$ cat config.mk
export PLATFORM = sky130hd
export DESIGN_NAME = em_meter_core
export DESIGN_NICKNAME = d
export VERILOG_FILES = /design/src/shared/em_pkg.sv /design/src/core/em_dbl_to_int.sv /design/src/core/em_meter_core.sv /design/src/core/em_phase_ctr.sv
export VERILOG_INCLUDE_DIRS = /design/src /design/src/shared
export SDC_FILE = /design/constraint.sdc
export NUM_CORES = 2
export LEC_CHECK = 0
export ABC_AREA = 0
export BUFFER_PORTS_ARGS = -buffer_cell sky130_fd_sc_hd__buf_2
export CAP_MARGIN = 20
export CORE_ASPECT_RATIO = 1.25
export CORE_UTILIZATION = 60
export DETAILED_ROUTE_END_ITERATION = 8
export PLACE_DENSITY = 0.75
export SETUP_SLACK_MARGIN = 0.2
export SYNTH_ARGS = -nofsm -noshare
export SYNTH_HDL_FRONTEND = slang
export SYNTH_HIERARCHICAL = 1
export SYNTH_SLANG_ARGS = --single-unit
$ cat constraint.sdc
create_clock -name pclk -period 15.1 [get_ports pclk]
set_clock_uncertainty 0.05 [all_clocks]
set_input_delay 3.02 -clock pclk [delete_from_list [all_inputs] [get_ports pclk]]
set_output_delay 3.02 -clock pclk [all_outputs]
set_load 0.01 [all_outputs]
$ cat src/shared/em_cfg.svh
// Register offsets, record layout, field positions and reset values of the meter image block.
`ifndef EM_CFG_SVH
`define EM_CFG_SVH
`define EM_ADDR_FRAME_LO 12'h000
`define EM_ADDR_FRAME_HI 12'h01C
`define EM_ADDR_CMD      12'h020
`define EM_ADDR_STATUS   12'h024
`define EM_ADDR_MASK     12'h028
`define EM_ADDR_STATE    12'h02C
`define EM_ADDR_REC_LO   12'h080
`define EM_ADDR_REC_HI   12'h0FC
`define EM_REC_RESET     16'h008F
`define EM_VARIANT       8'hFE
`define EM_VERSION_1     8'h00
`define EM_RESERVED_VAL  8'h00
`define EM_C1_RESET_BIT  2
`define EM_C1_DEFER_BIT  7
`define EM_C2_ACT_BIT    5
`define EM_C2_REA_BIT    6
`define EM_C2_APP_BIT    7
`define EM_ST_ACCEPT     0
`define EM_ST_REJECT     1
`define EM_ST_APPLY      2
`define EM_STATUS_W      3
`define EM_STATUS_RST    3'h0
`define EM_MASK_RST      3'h0
`define EM_N_SLOT        5
`define EM_N_START       15
`define EM_LAST_SLOT     3'h4
`define EM_LAST_START    4'hE
`define EM_DBL_BIAS      11'h3FF
`define EM_DBL_MBITS     52
`endif

$ cat src/shared/em_pkg.sv
// Types shared by the meter image block.
package em_pkg;
   typedef enum logic [1:0] {
      EM_IDLE  = 2'b00,
      EM_CHECK = 2'b01,
      EM_LOAD  = 2'b11,
      EM_ARM   = 2'b10
   } em_state_e;
endpackage : em_pkg

$ cat src/core/em_dbl_to_int.sv
// Converts a double precision start value into an unsigned whole count.
`timescale 1ns/10ps
`default_nettype none
`include "em_cfg.svh"
module em_dbl_to_int (
   input  wire logic [63:0] dbl,
   output logic      [63:0] whole
);
   logic [10:0] expo;
   logic [52:0] mant;
   logic [10:0] shift;
   logic [63:0] mant_w;
   assign expo   = dbl[62:52];
   assign mant   = {1'b1, dbl[51:0]};
   assign shift  = expo - `EM_DBL_BIAS;
   assign mant_w = {11'h000, mant};

   // Negative values and values below one count as zero; values too large saturate.
   always_comb begin
      if (dbl[63] || expo < `EM_DBL_BIAS) begin
         whole = 64'h0000_0000_0000_0000;
      end else if (shift > 11'd63) begin
         whole = 64'hFFFF_FFFF_FFFF_FFFF;
      end else if (shift >= 11'd`EM_DBL_MBITS) begin
         whole = mant_w << (shift - 11'd`EM_DBL_MBITS);
      end else begin
         whole = mant_w >> (11'd`EM_DBL_MBITS - shift);
      end
   end
endmodule : em_dbl_to_int
`default_nettype wire

$ cat src/core/em_meter_core.sv
// Metering process image builder and energy counter reset record interpreter.
//
// What this block does
// - Input frame byte 0 carries user data variant code 254.
// - Byte 1 holds overall quality, then current/voltage validity for phases 3, 2, 1.
// - Bytes 8 to 13 hold total active, reactive, apparent power, 16 bits each.
// - Bytes 14-17 total active energy, bytes 18-21 total reactive energy, 32 bits.
// - Byte 22 stays reserved; byte 23 carries the total power factor.
// - Bytes 24 to 31 hold eight signed decimal scaling exponents in fixed order.
// - A valid reset loads selected counters with supplied start values, possibly zero.
// - Writing record number 143 requests the counter reset and preset command.
// - Phase 1 start values are doubles at bytes 8 to 40 in fixed order.
// - Phase 2 start values follow from byte 48, reactive outflow at byte 72.
// - Control byte 1: bit 2 resets, bit 7 defers to rising reset bit.
// - Control byte 2: bit 7 apparent, bit 6 reactive, bit 5 active counters.
//
// The APB register port and the address map were left to the implementer.
`timescale 1ns/10ps
`default_nettype none
`include "em_cfg.svh"
module em_meter_core #(
   parameter int REC_WORDS = 32
) (
   input  wire logic         pclk,
   input  wire logic         presetn,
   input  wire logic [11:0]  paddr,
   input  wire logic         psel,
   input  wire logic         penable,
   input  wire logic         pwrite,
   input  wire logic [31:0]  pwdata,
   input  wire logic [3:0]   pstrb,
   output logic      [31:0]  prdata,
   output logic              pready,
   output logic              pslverr,
   output logic              irq,
   input  wire logic [1:0]   overall_quality_field,
   input  wire logic         phase1_current_valid,
   input  wire logic         phase1_voltage_valid,
   input  wire logic         phase2_current_valid,
   input  wire logic         phase2_voltage_valid,
   input  wire logic         phase3_current_valid,
   input  wire logic         phase3_voltage_valid,
   input  wire logic [15:0]  current_l1,
   input  wire logic [15:0]  current_l2,
   input  wire logic [15:0]  current_l3,
   input  wire logic [15:0]  power_active,
   input  wire logic [15:0]  power_reactive,
   input  wire logic [15:0]  power_apparent,
   input  wire logic [7:0]   power_factor,
   input  wire logic [7:0]   scale_current_l1,
   input  wire logic [7:0]   scale_current_l2,
   input  wire logic [7:0]   scale_current_l3,
   input  wire logic [7:0]   scale_power_active,
   input  wire logic [7:0]   scale_power_reactive,
   input  wire logic [7:0]   scale_power_apparent,
   input  wire logic [7:0]   scale_energy_active,
   input  wire logic [7:0]   scale_energy_reactive,
   input  wire logic [4:0]   energy_tick_l1,
   input  wire logic [4:0]   energy_tick_l2,
   input  wire logic [4:0]   energy_tick_l3,
   input  wire logic         meter_reset_bit,
   output logic      [255:0] frame_data,
   output logic      [2:0]   preset_pending
);
   localparam int CNT_W = 64;
   if (REC_WORDS != 32) begin : g_bad_rec
      $error("em_meter_core: the reset record needs exactly 32 words");
   end

   function automatic logic [15:0] swap16(input logic [15:0] v);
      swap16 = {v[7:0], v[15:8]};
   endfunction : swap16

   function automatic logic [31:0] swap32(input logic [31:0] v);
      swap32 = {v[7:0], v[15:8], v[23:16], v[31:24]};
   endfunction : swap32

   function automatic logic ctl1_ok(input logic [7:0] b);
      ctl1_ok = (b == 8'h00) || (b == 8'h04) || (b == 8'h84);
   endfunction : ctl1_ok

   function automatic logic ctl2_ok(input logic [7:0] b);
      ctl2_ok = (b == 8'h00) || (b == 8'h40) || (b == 8'h60) || (b == 8'h80) ||
                (b == 8'hC0) || (b == 8'hE0);
   endfunction : ctl2_ok

   // Bus decode.
   wire        setup_rd   = psel & ~penable & ~pwrite;
   wire        access     = psel & penable;
   wire        wr_en      = access & pwrite;
   wire        hit_frame  = paddr <= `EM_ADDR_FRAME_HI;
   wire        hit_cmd    = paddr == `EM_ADDR_CMD;
   wire        hit_status = paddr == `EM_ADDR_STATUS;
   wire        hit_mask   = paddr == `EM_ADDR_MASK;
   wire        hit_state  = paddr == `EM_ADDR_STATE;
   wire        hit_rec    = paddr >= `EM_ADDR_REC_LO && paddr <= `EM_ADDR_REC_HI;
   wire        aligned    = paddr[1:0] == 2'b00;
   wire        hit_any    = aligned & (hit_frame | hit_cmd | hit_status | hit_mask |
                                       hit_state | hit_rec);

   logic [31:0]               rec_mem [REC_WORDS];
   logic [255:0]              frame_reg;
   logic [31:0]               prdata_reg;
   logic [`EM_STATUS_W-1:0]   status_reg;
   logic [`EM_STATUS_W-1:0]   mask_reg;
   em_pkg::em_state_e         state_reg;
   em_pkg::em_state_e         state_next;
   logic [3:0]                load_idx_reg;
   logic [2:0]                load_slot_reg;
   logic [1:0]                load_phase_reg;
   logic                      reset_bit_reg;
   logic [5*CNT_W-1:0]        ph_count [3];
   logic [2:0]                ph_applied;
   logic [4:0]                ph_tick [3];
   logic [63:0]               start_dbl;
   logic [63:0]               start_whole;
   logic [255:0]              frame_next;
   logic [31:0]               rd_mux;
   logic [`EM_STATUS_W-1:0]   status_set;
   logic [`EM_STATUS_W-1:0]   status_next;

   assign pready  = access;
   assign pslverr = access & ~hit_any;
   assign prdata  = prdata_reg;
   assign irq     = |(status_reg & mask_reg);

   // Command sequencing.
   wire        cmd_wr     = wr_en & hit_cmd & aligned;
   wire        cmd_good   = pwdata[15:0] == `EM_REC_RESET && pwdata[31:16] == 16'h0000;
   wire        cmd_start  = cmd_wr & cmd_good & (state_reg == em_pkg::EM_IDLE);
   wire [47:0] ctl_bytes  = {rec_mem[1], rec_mem[0][31:16]};
   wire        head_ok    = rec_mem[0][7:0] == `EM_VERSION_1 &&
                            rec_mem[0][15:8] == `EM_RESERVED_VAL;
   logic [2:0] ctl_ok;
   for (genvar p = 0; p < 3; p++) begin : g_ctl_ok
      assign ctl_ok[p] = ctl1_ok(ctl_bytes[16*p +: 8]) & ctl2_ok(ctl_bytes[16*p+8 +: 8]);
   end
   wire        rec_ok     = head_ok & (&ctl_ok);
   wire        in_check   = state_reg == em_pkg::EM_CHECK;
   wire        in_load    = state_reg == em_pkg::EM_LOAD;
   wire        in_arm     = state_reg == em_pkg::EM_ARM;
   wire        load_last  = load_idx_reg == `EM_LAST_START;
   wire        reset_rise = meter_reset_bit & ~reset_bit_reg;

   always_comb begin
      state_next = state_reg;
      unique case (state_reg)
         em_pkg::EM_IDLE: begin
            if (cmd_start) begin
               state_next = em_pkg::EM_CHECK;
            end
         end
         em_pkg::EM_CHECK: begin
            state_next = rec_ok ? em_pkg::EM_LOAD : em_pkg::EM_IDLE;
         end
         em_pkg::EM_LOAD: begin
            if (load_last) begin
               state_next = em_pkg::EM_ARM;
            end
         end
         em_pkg::EM_ARM: begin
            state_next = em_pkg::EM_IDLE;
         end
      endcase
   end

   // Start value k sits big-endian at record byte 8 + 8k, so phase 2 opens at byte 48.
   wire [4:0] dbl_word = 5'({load_idx_reg, 1'b0} + 5'd2);
   for (genvar j = 0; j < 8; j++) begin : g_dbl_byte
      assign start_dbl[63-8*j -: 8] = rec_mem[dbl_word + 5'(j / 4)][8*(j % 4) +: 8];
   end

   em_dbl_to_int u_dbl (
      .dbl   (start_dbl),
      .whole (start_whole)
   );

   assign ph_tick[0] = energy_tick_l1;
   assign ph_tick[1] = energy_tick_l2;
   assign ph_tick[2] = energy_tick_l3;

   for (genvar p = 0; p < 3; p++) begin : g_phase
      em_phase_ctr #(
         .CNT_W (CNT_W)
      ) u_phase (
         .pclk       (pclk),
         .presetn    (presetn),
         .tick       (ph_tick[p]),
         .stage_we   (in_load && load_phase_reg == 2'(p)),
         .stage_sel  (load_slot_reg),
         .stage_val  (start_whole),
         .arm        (in_arm),
         .ctl1       (ctl_bytes[16*p +: 8]),
         .ctl2       (ctl_bytes[16*p+8 +: 8]),
         .reset_rise (reset_rise),
         .count      (ph_count[p]),
         .pending    (preset_pending[p]),
         .applied    (ph_applied[p])
      );
   end

   // Totals take the inflow counters of all three phases, cut to 32 bits.
   wire [31:0] tot_act = ph_count[0][31:0] + ph_count[1][31:0] + ph_count[2][31:0];
   wire [31:0] tot_rea = ph_count[0][2*CNT_W +: 32] + ph_count[1][2*CNT_W +: 32] +
                         ph_count[2][2*CNT_W +: 32];
   wire [7:0]  quality = {overall_quality_field, phase3_current_valid, phase3_voltage_valid,
                          phase2_current_valid, phase2_voltage_valid, phase1_current_valid,
                          phase1_voltage_valid};

   // Byte n of the frame sits at bits 8n+7..8n; multi-byte fields go out most significant first.
   assign frame_next = {scale_energy_reactive, scale_energy_active, scale_power_apparent,
                        scale_power_reactive, scale_power_active, scale_current_l3,
                        scale_current_l2, scale_current_l1,
                        power_factor, `EM_RESERVED_VAL,
                        swap32(tot_rea), swap32(tot_act),
                        swap16(power_apparent), swap16(power_reactive),
                        swap16(power_active),
                        swap16(current_l3), swap16(current_l2), swap16(current_l1),
                        quality, `EM_VARIANT};
   assign frame_data = frame_reg;

   assign rd_mux = hit_frame  ? frame_reg[32*paddr[4:2] +: 32] :
                   hit_status ? {29'h0000_0000, status_reg} :
                   hit_mask   ? {29'h0000_0000, mask_reg} :
                   hit_state  ? {26'h000_0000, state_reg, 1'b0, preset_pending} :
                   hit_rec    ? rec_mem[paddr[6:2]] : 32'h0000_0000;

   // Events: accepted command, refused command, counters preset.
   assign status_set[`EM_ST_ACCEPT] = in_arm;
   assign status_set[`EM_ST_REJECT] = (cmd_wr & ~cmd_start) | (in_check & ~rec_ok);
   assign status_set[`EM_ST_APPLY]  = |ph_applied;
   // A new event wins over a write-one-to-clear in the same cycle.
   assign status_next = (status_reg & ~((wr_en & hit_status & aligned) ?
                         pwdata[`EM_STATUS_W-1:0] : 3'h0)) | status_set;

   always_ff @(posedge pclk or negedge presetn) begin
      if (!presetn) begin
         frame_reg     <= {248'h0, `EM_VARIANT};
         prdata_reg    <= 32'h0000_0000;
         status_reg    <= `EM_STATUS_RST;
         mask_reg      <= `EM_MASK_RST;
         reset_bit_reg <= 1'b0;
      end else begin
         frame_reg     <= frame_next;
         status_reg    <= status_next;
         reset_bit_reg <= meter_reset_bit;
         if (setup_rd) begin
            prdata_reg <= rd_mux;
         end
         if (wr_en && hit_mask && aligned) begin
            mask_reg <= pwdata[`EM_STATUS_W-1:0];
         end
      end
   end

   always_ff @(posedge pclk or negedge presetn) begin
      if (!presetn) begin
         state_reg      <= em_pkg::EM_IDLE;
         load_idx_reg   <= 4'h0;
         load_slot_reg  <= 3'h0;
         load_phase_reg <= 2'h0;
      end else begin
         state_reg <= state_next;
         if (!in_load) begin
            load_idx_reg   <= 4'h0;
            load_slot_reg  <= 3'h0;
            load_phase_reg <= 2'h0;
         end else begin
            load_idx_reg   <= load_idx_reg + 4'h1;
            load_slot_reg  <= (load_slot_reg == `EM_LAST_SLOT) ? 3'h0 : load_slot_reg + 3'h1;
            load_phase_reg <= (load_slot_reg == `EM_LAST_SLOT) ? load_phase_reg + 2'h1 :
                              load_phase_reg;
         end
      end
   end

   // Record buffer writes honour byte strobes; writing it while busy corrupts the command.
   always_ff @(posedge pclk or negedge presetn) begin
      if (!presetn) begin
         for (int w = 0; w < REC_WORDS; w++) begin
            rec_mem[w] <= 32'h0000_0000;
         end
      end else if (wr_en && hit_rec && aligned) begin
         for (int b = 0; b < 4; b++) begin
            if (pstrb[b]) begin
               rec_mem[paddr[6:2]][8*b +: 8] <= pwdata[8*b +: 8];
            end
         end
      end
   end
endmodule : em_meter_core
`default_nettype wire

$ cat src/core/em_phase_ctr.sv
// Five energy counters of one phase with staged start values and deferred preset.
`timescale 1ns/10ps
`default_nettype none
`include "em_cfg.svh"
module em_phase_ctr #(
   parameter int CNT_W = 64
) (
   input  wire logic                  pclk,
   input  wire logic                  presetn,
   input  wire logic [4:0]            tick,
   input  wire logic                  stage_we,
   input  wire logic [2:0]            stage_sel,
   input  wire logic [CNT_W-1:0]      stage_val,
   input  wire logic                  arm,
   input  wire logic [7:0]            ctl1,
   input  wire logic [7:0]            ctl2,
   input  wire logic                  reset_rise,
   output logic      [5*CNT_W-1:0]    count,
   output logic                       pending,
   output logic                       applied
);
   if (CNT_W < 32 || CNT_W > 64) begin : g_bad_width
      $error("em_phase_ctr: CNT_W must lie between 32 and 64");
   end

   logic [CNT_W-1:0] stage_mem [`EM_N_SLOT];
   logic [4:0]       sel_new;
   logic [4:0]       mask_reg;
   logic             pend_reg;
   logic             arm_rst;
   logic             arm_now;
   logic             arm_defer;
   logic [4:0]       apply_mask;

   // Slots 0..4 are active in, active out, reactive in, reactive out, apparent.
   assign sel_new    = {ctl2[`EM_C2_APP_BIT], {2{ctl2[`EM_C2_REA_BIT]}},
                        {2{ctl2[`EM_C2_ACT_BIT]}}};
   assign arm_rst    = arm & ctl1[`EM_C1_RESET_BIT];
   assign arm_now    = arm_rst & ~ctl1[`EM_C1_DEFER_BIT];
   assign arm_defer  = arm_rst & ctl1[`EM_C1_DEFER_BIT];
   assign applied    = arm_now | (pend_reg & reset_rise & ~arm_rst);
   assign apply_mask = arm_now ? sel_new : mask_reg;
   assign pending    = pend_reg;

   always_ff @(posedge pclk or negedge presetn) begin
      if (!presetn) begin
         pend_reg <= 1'b0;
         mask_reg <= 5'h00;
      end else begin
         if (arm_defer) begin
            pend_reg <= 1'b1;
            mask_reg <= sel_new;
         end else if (applied) begin
            pend_reg <= 1'b0;
         end
      end
   end

   for (genvar i = 0; i < `EM_N_SLOT; i++) begin : g_slot
      logic [CNT_W-1:0] cnt_reg;
      always_ff @(posedge pclk or negedge presetn) begin
         if (!presetn) begin
            cnt_reg      <= '0;
            stage_mem[i] <= '0;
         end else begin
            if (stage_we && stage_sel == 3'(i)) begin
               stage_mem[i] <= stage_val;
            end
            // A preset takes the staged value, which may well be zero.
            if (applied && apply_mask[i]) begin
               cnt_reg <= stage_mem[i];
            end else if (tick[i]) begin
               cnt_reg <= cnt_reg + 1'b1;
            end
         end
      end
      assign count[i*CNT_W +: CNT_W] = cnt_reg;

   end
endmodule : em_phase_ctr
`default_nettype wire

==> impl_metrics.toml <==
[synth]
yosys_warnings = 6
synth.avg_cell_area_um2 = 13.2
netlist_instances = 7006
syn_area_um2 = 92600

[sta]
fmax_ghz = 0.112
setup_viol = 0
relSlewSlack = 0.101
fin_crit_sh = 0.591
setup_tns_ns = 0
rsz0062_at_grt = "no"
finalHoldViolCount = 0
report.final.slew_viol_count = 0
period_minus_slack_ns = 8.92
worstMarginPinSlew_ns = 1.35

[floorplanning]
ios = 539
die_w_um = 353
dieArea_um2 = 156000
coreArea_um2 = 153000
rows = 160
start_util = 0.607
die_h_um = 441

[worst_hold_path]
whs_path_depth = 2
min_to = "g_phase[2].u_phase/g_slot[2].cnt_reg[25]$_DFFE_PN0P_"
hold_class = "flip-flop to flip-flop"
min-delay-start = "g_phase[2].u_phase/stage_mem[153]$_DFFE_PN0P_"

[global_route]
grt_first_pass_wirelength_mm = 465
grt_max_degree = 193
overflow = 0
grt_antenna_before_repair = 30
first_global_vias = 66103
track_usage = 0.417

[cts]
cts_resized = 0
clock_path_buffers = 3
hold_buffers = 0
cts.sinks = 1707
post-cts-setup-buffers = 0
htree_levels = 4
clock_latency_ns = 0.87
clkSlewWorstSetupHoldPaths_ns = 0.06
cts-root-buf = "clkbuf_16"
cts_made_buffers = 171
cts_tree = "built"

[drt]
drtPass1Iterations = 7
vias = 66362
wire_per_inst_um = 34.3
wl_mm = 323
drc_errors = 0
ant_nets = 0
initialDrtViolationCount = 7343
avgViaCountPerCell = 7.03

[worst_setup_path]
max_stage_delay_ns = 0.98
startpoint_type = "flip-flop"
cp_num_buf_inv = 4
critPathRequiredTime_ns = 15.78
rr_worst_depth = 16
crit_chain = "inv_1, ha_4, mux4_2, mux4_4, clkinv_1, buf_4, ha_4, buf_4, mux2_2, o21ai_0, a21oi_1, mux2i_1, nand2_1, o21ai_0, o21ai_1, mux2_2"
cpMaxStageDelayCell = "mux4_4"
critPathMaxFanout = 58
cp-end-kind = "flip-flop"
r2r-start = "load_idx_reg[0]$_DFF_PN0_"
critPathKind = "flip-flop to flip-flop"
rrSetupSlack_ns = 6.18
cp_top_family = "multiplexers"
arrival_ns = 9.60
r2r-end = "g_phase[0].u_phase/stage_mem[129]$_DFFE_PN0P_"

[placed_design]
gp_congestion = 1.02
port_buffers = 513
dp_hpwl_mm = 232

[layout]
largest_reg_flops = 976
syn2layout_area_growth_pct = 10.4
regMostFlops = "rec_mem"
drive_above_1_share = 0.386
nets = 7624

[power_and_ir_drop]
finalPower_mw = 10.6
p_leak_nw = 47.5
irDropWorstVdd_uv = 131
p_per_area_nw_per_um2 = 103

[outcome]
status = "finished, final reports clean"

[flow_run]
maxCapViolations = 0
-- how the worst max path moves through the flow --
stage / cells after the start / slack [ns] / from / endpoint
floorplan: 7 / 8.00 / paddr[2] / pslverr
global placement: 16 / 6.52 / load_idx_reg[0]$_DFF_PN0_ / g_phase[1].u_phase/stage_mem[129]$_DFFE_PN0P_
detailed placement: 16 / 6.43 / load_idx_reg[0]$_DFF_PN0_ / g_phase[1].u_phase/stage_mem[129]$_DFFE_PN0P_
CTS: 16 / 6.41 / load_idx_reg[0]$_DFF_PN0_ / g_phase[0].u_phase/stage_mem[129]$_DFFE_PN0P_
global route: 16 / 6.01 / load_idx_reg[0]$_DFF_PN0_ / g_phase[0].u_phase/stage_mem[129]$_DFFE_PN0P_
finish: 16 / 6.18 / load_idx_reg[0]$_DFF_PN0_ / g_phase[0].u_phase/stage_mem[129]$_DFFE_PN0P_
-- worst reg2reg max path, delay by kind of cell (launching register included) --
kind | cells | cell delay [ns]
mux | 5 | 2.90
compound gates | 4 | 1.73
fa+ha+maj | 2 | 1.58
buf+inv | 4 | 1.55
flops | 1 | 0.88
simple gates | 1 | 0.09
-- layout make-up --
| cell class | instances | area [um^2] |
|---|---|---|
| Antenna cell | 28 | 70.1 |
| Timing Repair Buffer | 632 | 3720 |
| Inverter | 68 | 255 |
| Tap cell | 2025 | 2530 |
| Fill cell | 11032 | 50500 |
| Clock buffer | 259 | 5000 |
| Multi-Input combinational cell | 4660 | 47400 |
| Sequential cell | 1707 | 42700 |
| Clock inverter | 56 | 623 |
-- where the power goes --
part	internal [mW]	total, mW	switching, mW
Sequential	4.70	4.88	0.180
Clock	2.42	4.32	1.90
Combinational	0.449	1.35	0.901
Total	7.57	10.6	2.98
-- stage by stage --
| stage | cell area [um^2] | worst slack [ns] | util | cells | hold slack (ns) |
|---|---|---|---|---|---|
| after floorplan | 92700 | 8.00 | - | 7020 | 0.385 |
| after global placement | 96400 | 6.52 | 0.631 | 9077 | 0.403 |
| after detailed placement | 96400 | 6.43 | 0.631 | 9079 | 0.402 |
| after CTS | 102000 | 6.41 | 0.668 | 9394 | 0.417 |
| after global routing | 102000 | 6.01 | 0.669 | 9420 | 0.446 |
| final | 102000 | 6.18 | 0.670 | 9435 | 0.424 |
-- layer usage --
layer	global-route usage	up-vias	wire length (um)
li1	-	26939	-
met1	0.494	34361	112000
met2	0.651	3907	152000
met3	0.117	1135	31100
met4	0.313	20	28700
met5	0	-	119
-- cell usage in the layout, fill, tap and decap left out, types with 22 or more instances in the layout --
cell	count
fa_1	64
o21ai_0	230
nand2_1	484
mux2_2	1178
a21o_1	34
and4_1	34
nand3_1	129
and3_1	37
nor3_1	66
clkbuf_1	52
and2_1	31
a31oi_1	25
clkbuf_8	33
mux4_2	673
mux2i_1	123
xnor2_1	148
clkinv_2	22
dfrtp_1	1706
o22ai_1	112
ha_1	73
diode_2	28
nor4_1	76
buf_4	100
nand4_1	75
clkbuf_16	174
inv_1	65
o221ai_1	39
buf_2	513
mux2_1	99
nor2_1	264
a211oi_1	24
xor2_1	91
a21oi_1	208
Note: power is estimated with default switching activity, not from simulation.
